[config.mk]
export PLATFORM = sky130hd
export DESIGN_NAME = vlid_decoder
export DESIGN_NICKNAME = d
export VERILOG_FILES = /design/src/logic/vlid_pkg.sv /design/src/logic/vlid_decoder.sv
export SDC_FILE = /design/constraint.sdc
export NUM_CORES = 1
export LEC_CHECK = 0
export BUFFER_PORTS_ARGS = -buffer_cell sky130_fd_sc_hd__buf_2
export CORE_MARGIN = 8
export CORE_UTILIZATION = 51
export CTS_BUF_LIST = sky130_fd_sc_hd__clkbuf_2 sky130_fd_sc_hd__clkbuf_4 sky130_fd_sc_hd__clkbuf_8
export DETAILED_ROUTE_END_ITERATION = 8
export PLACE_DENSITY = 0.8
export REMOVE_ABC_BUFFERS = 1
export SLEW_MARGIN = 5
export SYNTH_ARGS = -nofsm -noshare
export SYNTH_HDL_FRONTEND = slang
export SYNTH_SLANG_ARGS = --single-unit
[constraint.sdc]
create_clock -name clk -period 3.4 [get_ports clk]
set_input_delay 0.68 -clock clk [delete_from_list [all_inputs] [get_ports clk]]
set_output_delay 0.68 -clock clk [all_outputs]
set_load 0.01 [all_outputs]
[src/logic/vlid_pkg.sv]
// Shared constants and types for the variable-length instruction field decoder
package vlid_pkg;

	// ------------------------------------------------------------
	// Length limits
	// ------------------------------------------------------------
	localparam int INSN_MAX_LEN = 15;
	localparam logic [15:0] GP_ERR_CODE = 16'h0000;

	// ------------------------------------------------------------
	// Prefix and escape codes
	// ------------------------------------------------------------
	localparam logic [7:0] PFX_ES = 8'h26;
	localparam logic [7:0] PFX_CS = 8'h2e;
	localparam logic [7:0] PFX_SS = 8'h36;
	localparam logic [7:0] PFX_DS = 8'h3e;
	localparam logic [7:0] PFX_FS = 8'h64;
	localparam logic [7:0] PFX_GS = 8'h65;
	localparam logic [7:0] PFX_OPSZ = 8'h66;
	localparam logic [7:0] PFX_ADSZ = 8'h67;
	localparam logic [7:0] PFX_LOCK = 8'hf0;
	localparam logic [7:0] PFX_REPEAT_WHILE_UNEQUAL_PREFIX = 8'hf2;
	localparam logic [7:0] PFX_REPE = 8'hf3;
	localparam logic [7:0] OP_ESC = 8'h0f;

	// ------------------------------------------------------------
	// Segment codes as driven on the seg field
	// ------------------------------------------------------------
	localparam logic [2:0] SEG_ES = 3'h0;
	localparam logic [2:0] SEG_CS = 3'h1;
	localparam logic [2:0] SEG_SS = 3'h2;
	localparam logic [2:0] SEG_DS = 3'h3;
	localparam logic [2:0] SEG_FS = 3'h4;
	localparam logic [2:0] SEG_GS = 3'h5;

	// ------------------------------------------------------------
	// Immediate kinds from the opcode lookup
	// ------------------------------------------------------------
	localparam logic [1:0] IMM_NONE = 2'h0;
	localparam logic [1:0] IMM_BYTE = 2'h1;
	localparam logic [1:0] IMM_FULL = 2'h2;

	// ------------------------------------------------------------
	// Register port map and reset values
	// ------------------------------------------------------------
	localparam logic [7:0] REG_CTRL = 8'h00;
	localparam logic [7:0] REG_COUNT = 8'h04;
	localparam logic [7:0] REG_STATE = 8'h08;
	localparam int CTRL_OP32_BIT = 0;
	localparam int CTRL_AD32_BIT = 1;
	localparam logic [1:0] CTRL_RESET = 2'h0;

	// ------------------------------------------------------------
	// Decoded instruction handed to the pipeline
	// ------------------------------------------------------------
	typedef struct packed {
		logic [3:0] len;
		logic two_byte;
		logic [7:0] opcode;
		logic has_modrm;
		logic [1:0] mode;
		logic [2:0] rm;
		logic [2:0] reg_sel;
		logic has_sib;
		logic [1:0] scale;
		logic [2:0] index;
		logic [2:0] base;
		logic [2:0] disp_len;
		logic [31:0] disp;
		logic [2:0] imm_len;
		logic [31:0] imm;
		logic w;
		logic d;
		logic s;
		logic op32;
		logic ad32;
		logic seg_ovr;
		logic [2:0] seg;
		logic lock;
		logic rep_ne;
		logic rep_e;
		logic [2:0] group_ext;
		logic [1:0] seg_select_narrow;
		logic [2:0] seg_select_wide;
		logic [2:0] special_reg;
		logic reg_is_src;
		logic reg_high_byte;
		logic [5:0] opnd_bits;
	} vlid_insn_s;

endpackage : vlid_pkg

[src/logic/vlid_decoder.sv]
// Variable-length instruction field decoder: byte stream in, decoded fields out
//
// Contract
// - accept 1 to 15 byte instructions, any alignment
// - over 15 bytes raises fault, code zero
// - prefixes, opcode, modrm, sib, disp, imm order
// - prefixes affect only the next instruction
// - prefix order does not change result; the code lets the last of two segment overrides win
// - segment override codes select memory segment
// - 66h inverts default operand size
// - 67h inverts default address size
// - F0h holds bus lock during execution
// - F2h/F3h mark string instruction for repeat
// - one or two byte opcodes recognised
// - group opcodes resolved by modrm reg field
// - width bit picks 8 or full size
// - direction bit swaps source and destination
// - sign-extend bit widens byte immediate
// - extract mode, reg/mem and register fields
// - extract scale and index from sib byte
// - narrow and wide segment selector fields
// - special-register selector field extracted
// - width clear, codes 100-111 are high bytes
//
// The plain strobed port and the register offsets were left to the implementer.
module vlid_decoder
	import vlid_pkg::*;
#(
	parameter int MAX_LEN = vlid_pkg::INSN_MAX_LEN
) (
	input wire logic clk, // Core clock
	input wire logic rst_n, // Asynchronous reset, active low
	input wire logic in_valid, // Prefetch byte valid
	input wire logic [7:0] in_byte, // Prefetch byte
	output logic in_ready, // Decoder takes the byte
	output logic out_valid, // Decoded instruction valid
	output vlid_pkg::vlid_insn_s out_insn, // Decoded fields
	input wire logic out_ready, // Pipeline takes the instruction
	output logic gp_fault, // Length fault pulse
	output logic [15:0] gp_err_code, // Fault error code
	input wire logic exec_done, // Pipeline finished the issued instruction
	output logic bus_lock, // Bus lock held during execution
	input wire logic [7:0] reg_addr, // Register address
	input wire logic [31:0] reg_wdata, // Register write data
	input wire logic reg_we, // Register write strobe
	input wire logic reg_re, // Register read strobe
	output logic [31:0] reg_rdata // Read data, cycle after strobe
);
	import vlid_pkg::*;

	// ------------------------------------------------------------
	// Parameter check
	// ------------------------------------------------------------
	if (MAX_LEN < 1 || MAX_LEN > 15) begin : g_bad_len
		$error("MAX_LEN must lie between 1 and 15");
	end

	localparam logic [3:0] LEN_LIMIT = 4'(MAX_LEN);

	typedef enum {ST_PFX, ST_OP2, ST_MODRM, ST_SIB, ST_DISP, ST_IMM, ST_OUT} vlid_state_e;

	// ------------------------------------------------------------
	// Lookup functions
	// ------------------------------------------------------------

	// Modrm presence and immediate kind of an opcode
	function automatic logic [2:0] op_info(input logic two, input logic [7:0] op);
		logic m;
		logic [1:0] k;
		m = 1'b0;
		k = IMM_NONE;
		if (two) begin
			if (op[7:4] == 4'h8) begin
				k = IMM_FULL;
			end else begin
				m = 1'b1;
			end
		end else if (op[7:6] == 2'b00 && op[2:1] != 2'b11) begin
			m = ~op[2];
			k = op[2] ? (op[0] ? IMM_FULL : IMM_BYTE) : IMM_NONE;
		end else begin
			case (op)
				8'h80, 8'h82, 8'h83, 8'hc6: begin
					m = 1'b1;
					k = IMM_BYTE;
				end
				8'h81, 8'hc7, 8'h69: begin
					m = 1'b1;
					k = IMM_FULL;
				end
				8'h6b: begin
					m = 1'b1;
					k = IMM_BYTE;
				end
				8'h84, 8'h85, 8'h86, 8'h87, 8'h88, 8'h89, 8'h8a, 8'h8b, 8'h8c, 8'h8d,
				8'h8e, 8'h8f, 8'hc0, 8'hc1, 8'hd0, 8'hd1, 8'hd2, 8'hd3, 8'hf6, 8'hf7,
				8'hfe, 8'hff: begin
					m = 1'b1;
					k = (op == 8'hc0 || op == 8'hc1) ? IMM_BYTE : IMM_NONE;
				end
				8'h6a, 8'ha8, 8'heb, 8'hcd: k = IMM_BYTE;
				8'h68, 8'ha9, 8'he8, 8'he9: k = IMM_FULL;
				default: begin
					if (op[7:4] == 4'h7 || op[7:3] == 5'h16) begin
						k = IMM_BYTE;
					end else if (op[7:3] == 5'h17) begin
						k = IMM_FULL;
					end
				end
			endcase
		end
		return {m, k};
	endfunction : op_info

	// Byte count of an immediate kind at the current operand size
	function automatic logic [2:0] imm_bytes(input logic [1:0] kind, input logic op32);
		case (kind)
			IMM_BYTE: return 3'h1;
			IMM_FULL: return op32 ? 3'h4 : 3'h2;
			default: return 3'h0;
		endcase
	endfunction : imm_bytes

	// Displacement byte count from the addressing-mode byte
	function automatic logic [2:0] disp_bytes(input logic ad32, input logic [1:0] md,
		input logic [2:0] rm);
		case (md)
			2'b00: return (ad32 && rm == 3'h5) ? 3'h4 : ((!ad32 && rm == 3'h6) ? 3'h2 : 3'h0);
			2'b01: return 3'h1;
			2'b10: return ad32 ? 3'h4 : 3'h2;
			default: return 3'h0;
		endcase
	endfunction : disp_bytes

	// ------------------------------------------------------------
	// State
	// ------------------------------------------------------------
	vlid_state_e st_r, st_nxt;
	vlid_insn_s ins_r, ins_nxt;
	logic [2:0] cnt_r, cnt_nxt;
	logic fault_r, fault_nxt;
	logic lock_r, lock_nxt;
	logic [1:0] ctrl_r, ctrl_nxt;
	logic [15:0] icnt_r, icnt_nxt;
	logic [15:0] fcnt_r, fcnt_nxt;
	logic [31:0] rdata_r, rdata_nxt;
	logic take;
	logic op32_cur;
	logic ad32_cur;

	assign in_ready = (st_r != ST_OUT);
	assign take = in_valid && in_ready;
	// Prefix flags hold toggles until the instruction is complete
	assign op32_cur = ctrl_r[CTRL_OP32_BIT] ^ ins_r.op32;
	assign ad32_cur = ctrl_r[CTRL_AD32_BIT] ^ ins_r.ad32;

	// ------------------------------------------------------------
	// Decode sequencer
	// ------------------------------------------------------------

	// Next state, field capture and finalisation of one instruction
	always_comb begin
		logic [2:0] info;
		logic go_tail;
		logic done;
		info = 3'h0;
		go_tail = 1'b0;
		done = 1'b0;
		st_nxt = st_r;
		ins_nxt = ins_r;
		cnt_nxt = cnt_r;
		fault_nxt = 1'b0;
		if (st_r == ST_OUT) begin
			if (out_ready) begin
				st_nxt = ST_PFX;
				ins_nxt = '0;
			end
		end else if (take) begin
			if (ins_r.len == LEN_LIMIT) begin
				fault_nxt = 1'b1;
				st_nxt = ST_PFX;
				ins_nxt = '0;
				cnt_nxt = 3'h0;
			end else begin
				ins_nxt.len = ins_r.len + 4'h1;
				case (st_r)
					ST_PFX: begin
						// Each prefix sets its own flag, except segment overrides, which share seg so the last one wins
						case (in_byte)
							PFX_ES: begin
								ins_nxt.seg_ovr = 1'b1;
								ins_nxt.seg = SEG_ES;
							end
							PFX_CS: begin
								ins_nxt.seg_ovr = 1'b1;
								ins_nxt.seg = SEG_CS;
							end
							PFX_SS: begin
								ins_nxt.seg_ovr = 1'b1;
								ins_nxt.seg = SEG_SS;
							end
							PFX_DS: begin
								ins_nxt.seg_ovr = 1'b1;
								ins_nxt.seg = SEG_DS;
							end
							PFX_FS: begin
								ins_nxt.seg_ovr = 1'b1;
								ins_nxt.seg = SEG_FS;
							end
							PFX_GS: begin
								ins_nxt.seg_ovr = 1'b1;
								ins_nxt.seg = SEG_GS;
							end
							PFX_OPSZ: ins_nxt.op32 = 1'b1;
							PFX_ADSZ: ins_nxt.ad32 = 1'b1;
							PFX_LOCK: ins_nxt.lock = 1'b1;
							PFX_REPEAT_WHILE_UNEQUAL_PREFIX: ins_nxt.rep_ne = 1'b1;
							PFX_REPE: ins_nxt.rep_e = 1'b1;
							OP_ESC: begin
								ins_nxt.two_byte = 1'b1;
								st_nxt = ST_OP2;
							end
							default: begin
								info = op_info(1'b0, in_byte);
								ins_nxt.opcode = in_byte;
								ins_nxt.imm_len = imm_bytes(info[1:0], op32_cur);
								if (info[2]) begin
									st_nxt = ST_MODRM;
								end else begin
									go_tail = 1'b1;
								end
							end
						endcase
					end
					ST_OP2: begin
						info = op_info(1'b1, in_byte);
						ins_nxt.opcode = in_byte;
						ins_nxt.imm_len = imm_bytes(info[1:0], op32_cur);
						if (info[2]) begin
							st_nxt = ST_MODRM;
						end else begin
							go_tail = 1'b1;
						end
					end
					ST_MODRM: begin
						ins_nxt.has_modrm = 1'b1;
						ins_nxt.mode = in_byte[7:6];
						ins_nxt.reg_sel = in_byte[5:3];
						ins_nxt.rm = in_byte[2:0];
						// Test form of the unary group carries an immediate
						if (!ins_r.two_byte && ins_r.opcode[7:1] == 7'h7b && in_byte[5:3] == 3'h0) begin
							ins_nxt.imm_len = imm_bytes(ins_r.opcode[0] ? IMM_FULL : IMM_BYTE,
								op32_cur);
						end
						ins_nxt.disp_len = disp_bytes(ad32_cur, in_byte[7:6], in_byte[2:0]);
						if (ad32_cur && in_byte[7:6] != 2'b11 && in_byte[2:0] == 3'h4) begin
							st_nxt = ST_SIB;
						end else begin
							go_tail = 1'b1;
						end
					end
					ST_SIB: begin
						ins_nxt.has_sib = 1'b1;
						ins_nxt.scale = in_byte[7:6];
						ins_nxt.index = in_byte[5:3];
						ins_nxt.base = in_byte[2:0];
						if (in_byte[2:0] == 3'h5 && ins_r.mode == 2'b00) begin
							ins_nxt.disp_len = 3'h4;
						end
						go_tail = 1'b1;
					end
					ST_DISP: begin
						ins_nxt.disp[{cnt_r[1:0], 3'h0} +: 8] = in_byte;
						cnt_nxt = cnt_r + 3'h1;
						if (cnt_r + 3'h1 == ins_r.disp_len) begin
							cnt_nxt = 3'h0;
							if (ins_r.imm_len != 3'h0) begin
								st_nxt = ST_IMM;
							end else begin
								done = 1'b1;
							end
						end
					end
					ST_IMM: begin
						ins_nxt.imm[{cnt_r[1:0], 3'h0} +: 8] = in_byte;
						cnt_nxt = cnt_r + 3'h1;
						if (cnt_r + 3'h1 == ins_r.imm_len) begin
							cnt_nxt = 3'h0;
							done = 1'b1;
						end
					end
					default: st_nxt = ST_PFX;
				endcase
			end
		end
		// Pick the first remaining tail field after opcode, modrm or sib
		if (go_tail) begin
			cnt_nxt = 3'h0;
			if (ins_nxt.disp_len != 3'h0) begin
				st_nxt = ST_DISP;
			end else if (ins_nxt.imm_len != 3'h0) begin
				st_nxt = ST_IMM;
			end else begin
				done = 1'b1;
			end
		end
		// Derive small fields once every byte is in
		if (done) begin
			st_nxt = ST_OUT;
			ins_nxt.op32 = op32_cur;
			ins_nxt.ad32 = ad32_cur;
			ins_nxt.w = ins_nxt.opcode[0];
			ins_nxt.d = ins_nxt.opcode[1];
			ins_nxt.s = !ins_nxt.two_byte && ins_nxt.opcode[7:2] == 6'h20 && ins_nxt.opcode[1];
			ins_nxt.opnd_bits = ins_nxt.w ? (op32_cur ? 6'h20 : 6'h10) : 6'h08;
			ins_nxt.reg_is_src = !ins_nxt.d;
			ins_nxt.group_ext = ins_nxt.reg_sel;
			ins_nxt.seg_select_narrow = ins_nxt.opcode[4:3];
			ins_nxt.seg_select_wide = ins_nxt.reg_sel;
			ins_nxt.special_reg = ins_nxt.reg_sel;
			ins_nxt.reg_high_byte = !ins_nxt.w && ins_nxt.reg_sel[2];
			if (ins_nxt.s && ins_nxt.imm_len == 3'h1) begin
				ins_nxt.imm[31:8] = op32_cur ? {24{ins_nxt.imm[7]}}
					: {16'h0000, {8{ins_nxt.imm[7]}}};
			end
		end
	end

	// Sequencer registers
	always_ff @(posedge clk or negedge rst_n) begin
		if (!rst_n) begin
			st_r <= ST_PFX;
			ins_r <= '0;
			cnt_r <= 3'h0;
			fault_r <= 1'b0;
		end else begin
			st_r <= st_nxt;
			ins_r <= ins_nxt;
			cnt_r <= cnt_nxt;
			fault_r <= fault_nxt;
		end
	end

	assign out_valid = (st_r == ST_OUT);
	assign out_insn = ins_r;
	assign gp_fault = fault_r;
	assign gp_err_code = GP_ERR_CODE;

	// ------------------------------------------------------------
	// Bus lock
	// ------------------------------------------------------------

	// Lock rises on issue of a locked instruction, falls on its completion
	always_comb begin
		lock_nxt = lock_r;
		if (exec_done) begin
			lock_nxt = 1'b0;
		end
		if (st_r == ST_OUT && out_ready && ins_r.lock) begin
			lock_nxt = 1'b1;
		end
	end

	// Lock register
	always_ff @(posedge clk or negedge rst_n) begin
		if (!rst_n) begin
			lock_r <= 1'b0;
		end else begin
			lock_r <= lock_nxt;
		end
	end

	assign bus_lock = lock_r;

	// ------------------------------------------------------------
	// Register port
	// ------------------------------------------------------------

	// Mode control, event counters and read data
	always_comb begin
		ctrl_nxt = ctrl_r;
		icnt_nxt = icnt_r;
		fcnt_nxt = fcnt_r;
		rdata_nxt = 32'h0000_0000;
		if (reg_we && reg_addr == REG_CTRL) begin
			ctrl_nxt = reg_wdata[1:0];
		end
		if (reg_we && reg_addr == REG_COUNT) begin
			icnt_nxt = 16'h0000;
			fcnt_nxt = 16'h0000;
		end
		// Counting after the clear keeps a same-cycle event
		if (st_r == ST_OUT && out_ready) begin
			icnt_nxt = icnt_nxt + 16'h0001;
		end
		if (fault_r) begin
			fcnt_nxt = fcnt_nxt + 16'h0001;
		end
		if (reg_re) begin
			case (reg_addr)
				REG_CTRL: rdata_nxt = {30'h0000_0000, ctrl_r};
				REG_COUNT: rdata_nxt = {fcnt_r, icnt_r};
				REG_STATE: rdata_nxt = {24'h00_0000, lock_r, cnt_r, ins_r.len};
				default: rdata_nxt = 32'h0000_0000;
			endcase
		end
	end

	// Register port flops
	always_ff @(posedge clk or negedge rst_n) begin
		if (!rst_n) begin
			ctrl_r <= CTRL_RESET;
			icnt_r <= 16'h0000;
			fcnt_r <= 16'h0000;
			rdata_r <= 32'h0000_0000;
		end else begin
			ctrl_r <= ctrl_nxt;
			icnt_r <= icnt_nxt;
			fcnt_r <= fcnt_nxt;
			rdata_r <= rdata_nxt;
		end
	end

	assign reg_rdata = rdata_r;

endmodule : vlid_decoder

**Yosys cells after proc, flatten, opt, wreduce, memory -nomap -nowiden**

Cells that the tools add are included.

- Add/sub/neg operators: 5
- Eq/ne operators: 85
- Shift-type cells: 2
- Muxes and demuxes: 125
- Bitwise operators: 3
- Reductions and logical operators: 70

Operators by type and width:

| kind | count |
|---|---|
| 32-bit 2-to-1 mux | 16 |
| 132-bit 2-to-1 mux | 3 |
| 8-bit equality test (second input constant) | 37 |
| 32-bit case mux with 5 select lines | 1 |
| 101-bit 2-to-1 mux | 1 |
| 32-bit case mux with 3 select lines | 1 |
| 24-bit 2-to-1 mux | 3 |
| 32-bit bitwise mux | 2 |
| 32-bit by 2-bit equality test with 1-bit output (second input constant) | 2 |
| 32-bit by 3-bit equality test with 1-bit output (second input constant) | 2 |
| 8-bit by 7-bit equality test with 1-bit output (second input constant) | 8 |
| 16-bit 2-to-1 mux | 4 |
| 32-bit case mux with 2 select lines | 1 |
| 1-bit 2-to-1 mux | 41 |
| 3-bit 2-to-1 mux | 13 |
| 3-bit nonzero test | 13 |
| 19-bit 2-to-1 mux | 2 |
| 9-bit 2-to-1 mux | 4 |
| 2-bit 2-to-1 mux | 17 |
| 16-bit by 1-bit adder with 16-bit output (second input constant) | 2 |
| 32-bit by 1-bit equality test with 1-bit output (second input constant) | 1 |
| 32-bit by 4-bit equality test with 1-bit output (second input constant) | 1 |
| 8-bit by 6-bit equality test with 1-bit output (second input constant) | 4 |
| 32-bit zero test | 1 |
| 52 further kinds | 110 |

- Bits in registers: 235
- Input bits: 55
- Output and inout bits: 184
- Logic and storage cells: 331

**Longest topological paths before layout**

Gate-level depths: netlist of the first run.

- Depth after elaboration: 23
- Mapped depth: 19
- Depth with buffers taken out: 15

**Least setup slack after synthesis of the first run**

Ideal clock, no wire load.

- Path type: reg-to-reg
- Start point: register cnt_r[0]
- End point: register ins_r, in the netlist out_insn[44]
- Setup time: 0.125 ns
- Arrival: 3.219 ns
- Path slack: 0.055 ns
- Stages on the path, launching flop included: 14
- Path buffers: 4
- Clock period less this slack: 3.345 ns
- Path through: dfrtp_1 > buf_2 > inv_1 > ha_1 > clkbuf_1 > xor2_1 > nor4_1 > nand2_1 > a211oi_2 > nand3_1 > or2_1 > buf_2 > buf_6 > mux2_4

RTL lines:

| element | RTL line | RTL |
|---|---|---|
| from (decl) | vlid_decoder.sv:140 | `logic [2:0] cnt_r, cnt_nxt;` |
| from (signal assigned) | vlid_decoder.sv:339 | `cnt_r <= cnt_nxt;` |
| to (signal assigned) | vlid_decoder.sv:338 | `ins_r <= ins_nxt;` |
| to (decl) | vlid_decoder.sv:139 | `vlid_insn_s ins_r, ins_nxt;` |

==> summary.txt, run 1 <==
Layout
  • Number of diodes: 0
  • Fillers: 1692
  • Area Growth Syn to Fin: 25.3%
  • Final nets: 1455
  • Layout cell share with drive strength beyond 1: 0.299

Pwr
  • Tot Pwr: 9470 uW
  • Clk network pwr share: 0.277
  • Max VDD drop: 597 uV
  • Seq pwr share: 0.373
  • Net load switching power: 3490 uW
  • Net Sw Frac: 0.368
  • P_int: 5990 uW
  • Power Density: 699 nW/um^2
  • Leakage: 0.00691 uW
  • Comb pwr share: 0.349

Synth
  • Commonest cells in the netlist: dfrtp_1, nand2_1, nor2_1
  • Count leader, synth: dfrtp_1
  • Yosys reg bits: 226
  • Netlist cell types: 73
  • Area contributors post-synth: dfrtp_1, nand2_1, o21ai_0
  • Ys Warns: 0
  • Post-Syn Instances: 1104
  • Post-synth EDFFs: 0
  • Ys flop type: dfrtp_1
  • Post-Syn Area: 10800 um^2
  • Async SR Flop Fraction: 1.00
  • Top cell type's share of synthesized area: 0.523
  • Seq/Total Area, Yosys: 0.523
  • Average cell area after synthesis: 9.80 um^2
  • Yosys top cell by area: dfrtp_1

Setup path
  • Crit Path Max Fanout: 10
  • Worst Reg2Reg Path Length in Cells: 9
  • Largest delay contributor family on the critical path: simple AND/OR/NAND/NOR gates
  • Reg2Reg Setup Slack: 0.20 ns
  • Critical Path RT: 3.82 ns
  • Arrival time at the worst endpoint: 3.62 ns
  • Crit Reg-Reg Endpoint: out_insn[46]$_DFF_PN0_
  • Worst r2r src: st_r[18]$_DFF_PN0_
  • WS Path Type: reg -> reg
  • Worst Setup Start Kind: register
  • Setup crit start: st_r[18]$_DFF_PN0_
  • CP endpoint kind: register
  • Critical path's largest stage delay: 0.46 ns
  • WP buf/inv: 0
  • CP max-delay cell: or3_1
  • Worst path cell trace: nor4_4 > nand4b_2 > or3_1 > or2_1 > a21oi_1 > o32a_1 > nand4_1 > or2_2 > mux2_4

STA
  • Period utilization: 0.941
  • Final Hold Viols: 0
  • RSZ-0062 raised after global routing: no
  • Layout Skew: 0.0267 ns
  • Max-slew violations: 0
  • Min Clock Period, post-route: 3.20 ns
  • Max transition margin: 0.319
  • Worst-margin pin slew: 1.01 ns
  • Hold WS: 0.185 ns
  • Setup violators final: 0
  • FMAX: 0.313 GHz

Route
  • DRT Pass-1 Iters: 9
  • Highest routed layer: met4
  • DR WL met3: 2.88 mm
  • Vias: 9599
  • DRT Wirelength: 33.4 mm
  • # DRC: 0
  • Wire length per cell: 19.8 um
  • Met1 WL: 13.5 mm
  • First DRT Iteration DRCs: 798
  • Met2 Routed Length: 15.8 mm
  • Vias per cell: 5.68
  • Antenna-violating nets left: 0

Min path
  • Worst min path class: in -> async

Floorplan
  • # IOs: 239
  • Die H: 162 um
  • Die X-Extent: 162 um
  • Core ar.: 20900 um^2
  • Initial Util: 0.518
  • Die area: 26100 um^2
  • Row count: 53

Global route
  • Pin count of the biggest net entering global routing: 101
  • Initial antenna violation count: 0
  • Vias in the first global route: 9753
  • First-pass GRT wire length: 53.1 mm
  • GRT Total Usage: 0.253
  • Total gr overflow: 0

CTS
  • Clock buffer depth: 3
  • TritonCTS clock tree: yes
  • Skew-Pair Late Insertion Delay: 0.55 ns
  • TritonCTS Buffers: 39
  • Htree depth: 2
  • Clk slew on worst S/H paths: 0.06 ns
  • Clk sinks: 226
  • Clock Tree Root: clkbuf_8

Outcome
  • Status: completed

Placement
  • DPL Wire Length: 24.5 mm
  • PortBufs: 189
  • Placer Congestion: 0.975

Flow run
  • MaxCap Viol Count: 0
## flip-flops by register name (all words and copies together) (netlist names)
| name | cells |
|---|---|
| reg_rdata | 32 |
| out_insn | 123 |
| icnt_r | 16 |
| cnt_r | 3 |
| fcnt_r | 16 |
| ctrl_r | 2 |
| gp_fault | 1 |
| st_r | 32 |
| bus_lock | 1 |
## worst reg2reg max path, delay by kind of cell (launching register included)
family,cells,cell delay [ns]
and+or+nand+nor,6,1.99
muxes,1,0.33
DFF,1,0.40
AOI/OAI and AO/OA,2,0.37
## layout by cell type, fill, tap and decap left out, types with 4 or more instances in the layout
master | netlist | routed
and2_1 | 53 | 53
nor2_1 | 84 | 84
nand4_1 | 19 | 19
a22oi_1 | 23 | 23
o211ai_1 | 5 | 5
nand2b_1 | 4 | 4
buf_2 | 10 | 188
buf_4 | 25 | 123
o21ai_1 | 8 | 8
and4_1 | 9 | 9
dfrtp_1 | 226 | 226
xnor2_1 | 14 | 14
conb_1 | 1 | 19
nor4_1 | 11 | 11
a21oi_2 | 4 | 4
a22o_1 | 28 | 28
a31oi_1 | 4 | 4
a211oi_2 | 4 | 4
mux2_2 | 9 | 9
clkbuf_4 | 0 | 9
xor2_1 | 21 | 21
nand3_1 | 55 | 55
a21oi_1 | 46 | 46
clkbuf_8 | 0 | 52
nand2_1 | 118 | 118
inv_1 | 39 | 39
nor3_1 | 19 | 19
or3_1 | 12 | 12
nand3b_1 | 4 | 4
and3_1 | 10 | 10
o31ai_1 | 10 | 10
ha_1 | 10 | 10
o21ai_0 | 77 | 77
o21a_1 | 5 | 5
nor2b_1 | 14 | 14
or2_2 | 7 | 8
## kinds of logic (layout without fill, tap and decap cells)
logic type | count (synthesis) | count (layout) | share of synthesized area
adder cells (fa/ha/maj) | 10 | 10 | 0.0116
AO/OA/AOI/OAI | 248 | 248 | 0.152
buffers and inverters | 127 | 421 | 0.0560
XOR/XNOR | 35 | 35 | 0.0283
AND/OR/NAND/NOR | 443 | 443 | 0.213
other | 1 | 19 | 0.000347
multiplexers | 14 | 14 | 0.0154
flip-flops | 226 | 226 | 0.523
## metrics by stage
step | setup TNS (ns) | cells | utilization | setup WS, ns | cell area [um^2]
3_5_place_dp | -9.30 | 1622 | 0.608 | -0.217 | 12700
2_1_floorplan | -0.111 | 1034 | - | -0.0243 | 10400
5_1_grt | 0 | 1691 | 0.649 | 0.0223 | 13600
4_1_cts | 0 | 1689 | 0.648 | 0.0872 | 13500
3_3_place_gp | -6.20 | 1622 | 0.608 | -0.159 | 12700
6_report | 0 | 1691 | 0.649 | 0.202 | 13600
## how the worst max path moves through the flow
stage / endpoint / slack, ns / depth (start not counted)
after detailed placement: out_insn[3]$_DFFE_PN0P_ / -0.22 / 16
after global placement: out_insn[3]$_DFFE_PN0P_ / -0.16 / 16
after CTS: out_insn[40]$_DFF_PN0_ / 0.09 / 9
after global routing: out_insn[57]$_DFF_PN0_ / 0.02 / 10
final: out_insn[46]$_DFF_PN0_ / 0.20 / 9
after floorplan: out_insn[3]$_DFFE_PN0P_ / -0.02 / 12
## repair_timing
item,4_1_cts,5_1_grt
hold buffers,0,0
endpoints found under the hold margin,0,0
buffers inserted,0,2
resized for setup,0,2
setup endpoints to repair,0,44
## cell type report
cell class              instances  area, um^2  share of cell area
repair buffers                315        1940               0.143
clock buffers                  61         783              0.0578
clock inverters                 6        61.3             0.00452
flip-flops and latches        226        5660               0.417
inverters                      39         146              0.0108
multi-input cells             769        4620               0.341
well taps                     275         344              0.0254
## power groups by stage
| stage | sequential [uW] | combinational, uW | clock [uW] |
|---|---|---|---|
| CTS | 3520 | 3280 | 2680 |
| global route | 3590 | 3590 | 2800 |
| finish | 3540 | 3310 | 2630 |
| global placement | 3550 | 3190 | 0 |
| floorplan | 3700 | 1490 | 0 |
| detailed placement | 3560 | 3250 | 0 |
## metal layers
layer  GRT usage  vias to the layer above
met5           0                        -
met4       0.113                        0
met3      0.0588                       99
met2       0.407                      474
met1       0.322                     4618
li1            -                     4408
Power figures use the tool's default switching activity.
==> inputs of run 2 (changes only) <==
Settings changed: CORE_UTILIZATION 51 to 37, PLACE_DENSITY 0.8 to 0.61, RECOVER_POWER from default to 50.
==> summary.txt, run 2 (synthesis results as in run 1) <==
Layout
  • Non-filler cells, final: 1812 (+7.2%)
  • Most common cell after layout, fill and taps aside: dfrtp_1
  • Commonest non-fill, non-tap cells in the layout: dfrtp_1, buf_4, nand2_1, buf_2, nor2_1
  • Layout cell share with drive strength beyond 1: 0.259 (-0.0409)
  • Final nets: 1461 (+0.41%)
  • Max reg flops: 123 (unchanged)
  • Final Instance Area: 13700 um^2 (+1.1%)
  • Area Growth Syn to Fin: 26.7%

Placement
  • Post-DP Area: 12900 um^2 (+1.4%)
  • DPL Wire Length: 25.2 mm (+2.8%)
  • Placer Congestion: 0.941 (-3.4%)
  • Dpl cells: 1737 (+7.1%)
  • PortBufs: 189 (unchanged)

CTS
  • Clk slew on worst S/H paths: 0.06 ns (about the same)
  • Clock Tree Root: clkbuf_8
  • Hold_buf cts: 0 (unchanged)
  • Clk sinks: 226 (unchanged)
  • Clock buffer depth: 3 (unchanged)
  • TritonCTS clock tree: yes
  • Htree depth: 2 (unchanged)
  • Skew-Pair Late Insertion Delay: 0.55 ns (about the same)
  • TritonCTS Buffers: 41 (+5.1%)

Outcome
  • Status: finished with violations
  • Failing checks: capacitance limit, slew limit

Route
  • DRT Wirelength: 33.9 mm (+1.3%)
  • Vias per cell: 5.19 (-8.6%)
  • Wire length per cell: 18.7 um (-5.5%)
  • DRT Pass-1 Iters: 7 (-2)
  • # DRC: 0 (unchanged)
  • Antenna-violating nets left: 0 (unchanged)
  • First DRT Iteration DRCs: 584 (-27%)
  • Vias: 9403 (-2.0%)

Floorplan
  • Die X-Extent: 187 um (+16%)
  • Initial Util: 0.376 (-0.142)
  • # IOs: 239 (unchanged)
  • Die H: 187 um (+16%)
  • Die area: 35000 um^2 (+34%)
  • Core ar.: 28800 um^2 (+38%)
  • Row count: 62 (+17%)

Global route
  • Total gr overflow: 0 (unchanged)
  • First-pass GRT wire length: 54.1 mm (+1.7%)
  • Initial antenna violation count: 2 (+2)
  • GRT Total Usage: 0.190 (-0.0629)
  • Vias in the first global route: 9614 (-1.4%)
  • Pin count of the biggest net entering global routing: 76 (-25%)

STA
  • FMAX: 0.309 GHz (-1.2%)
  • Worst-margin pin slew: 1.89 ns (+0.880 ns)
  • Max transition margin: -0.262 (-0.581)
  • Final Hold Viols: 0 (unchanged)
  • Setup violators final: 0 (unchanged)
  • RSZ-0062 raised after global routing: no
  • Min Clock Period, post-route: 3.24 ns (+0.0379 ns)
  • Max-slew violations: 76 (+76)
  • Period utilization: 0.952 (+0.0111)
  • Layout Skew: 0.0297 ns (+0.00302 ns)

Setup path
  • CP endpoint kind: register
  • Crit Path Max Fanout: 11 (+1)
  • Worst r2r src: st_r[7]$_DFF_PN0_
  • Reg2Reg Setup Slack: 0.16 ns (-0.04 ns)
  • Worst Reg2Reg Path Length in Cells: 10 (+1)
  • Critical Path Sink: out_insn[46]$_DFF_PN0_
  • WS Path Type: reg -> reg
  • Setup crit start: st_r[7]$_DFF_PN0_
  • Crit Reg-Reg Endpoint: out_insn[46]$_DFF_PN0_
  • Critical Path RT: 3.84 ns (+0.02 ns)
  • Arrival time at the worst endpoint: 3.67 ns (+0.05 ns)
  • Worst Setup Start Kind: register

Flow run
  • MaxCap Viol Count: 1 (+1)

Pwr
  • Leakage: 0.00666 uW (-3.6%)
  • Max VDD drop: 489 uV (-18%)
  • Power Density: 703 nW/um^2 (+0.58%)

Min path
  • Worst min path class: in -> reg
run 2: changes by cell type in the layout (fill, tap and decap cells not counted), moves of 3 or more:
cell	previous run	this run
buf_2	188	118
clkbuf_1	0	72
clkbuf_2	0	3
clkinv_2	3	6
nor4_1	11	6
nor4_2	0	5
run 2: what timing repair did:
action,4_1_cts,5_1_grt
setup buffers,0,0
gates resized for setup,0,8
endpoints found under the hold margin,0,0
setup endpoints to repair,0,74
run 2: worst max-delay path: stages (launching register included):
cell	delay [ns]
dfrtp_1	0.40
nor4_4	0.33
nand4b_2	0.18
or3_1	0.45
or2_1	0.29
buf_4	0.16
a21oi_2	0.15
o221a_2	0.20
nand4_1	0.17
or2_2	0.48
mux2_4	0.33
run 2: how the worst min path moves through the flow:
stage	startpoint	slack (ns)	cells past startpoint	to
2_1_floorplan	rst_n	0.38	0	bus_lock$_DFFE_PN0P_
3_3_place_gp	out_insn[23]$_DFFE_PN0P_	0.46	2	out_insn[23]$_DFFE_PN0P_
3_5_place_dp	out_insn[23]$_DFFE_PN0P_	0.46	2	out_insn[23]$_DFFE_PN0P_
4_1_cts	rst_n	0.13	1	reg_rdata[16]$_DFF_PN0_
5_1_grt	exec_done	0.30	2	bus_lock$_DFFE_PN0P_
6_report	exec_done	0.32	2	bus_lock$_DFFE_PN0P_
run 2: final cells by class:
class,count,area [um^2]
Fill cell,2813,15100
Sequential cell,226,5660
Multi-Input combinational cell,769,4660
Timing Repair Buffer,319,1830
Clock buffer,64,818
Tap cell,384,480
Inverter,39,146
Clock inverter,10,105
Antenna cell,1,2.50
run 2: layer usage:
metal,vias to the layer above,wire length (um),GRT usage
met5,-,10,0
met4,2,1210,0.0745
met3,77,2590,0.0470
met2,386,14900,0.293
met1,4499,15200,0.255
li1,4439,-,-
run 2: per-stage QoR:
stage	setup slack (ns)	total power [uW]	TNS (ns)	utilization	hold WS, ns
after floorplan	-0.0243	5190	-0.111	-	0.384
after global placement	-0.302	6830	-11.37	0.447	0.456
after detailed placement	-0.342	6860	-13.53	0.447	0.461
after CTS	0.0583	9740	0	0.479	0.125
after global routing	0.00984	10200	0	0.476	0.301
final	0.164	9630	0	0.476	0.321
run 2: power by group:
group	leakage, uW	internal, uW	total, uW	switching [uW]
registers	0.00307	3140	3550	408
logic	0.00309	1290	3260	1970
clock network	0.000486	1680	2820	1140
total	0.00666	6120	9630	3510
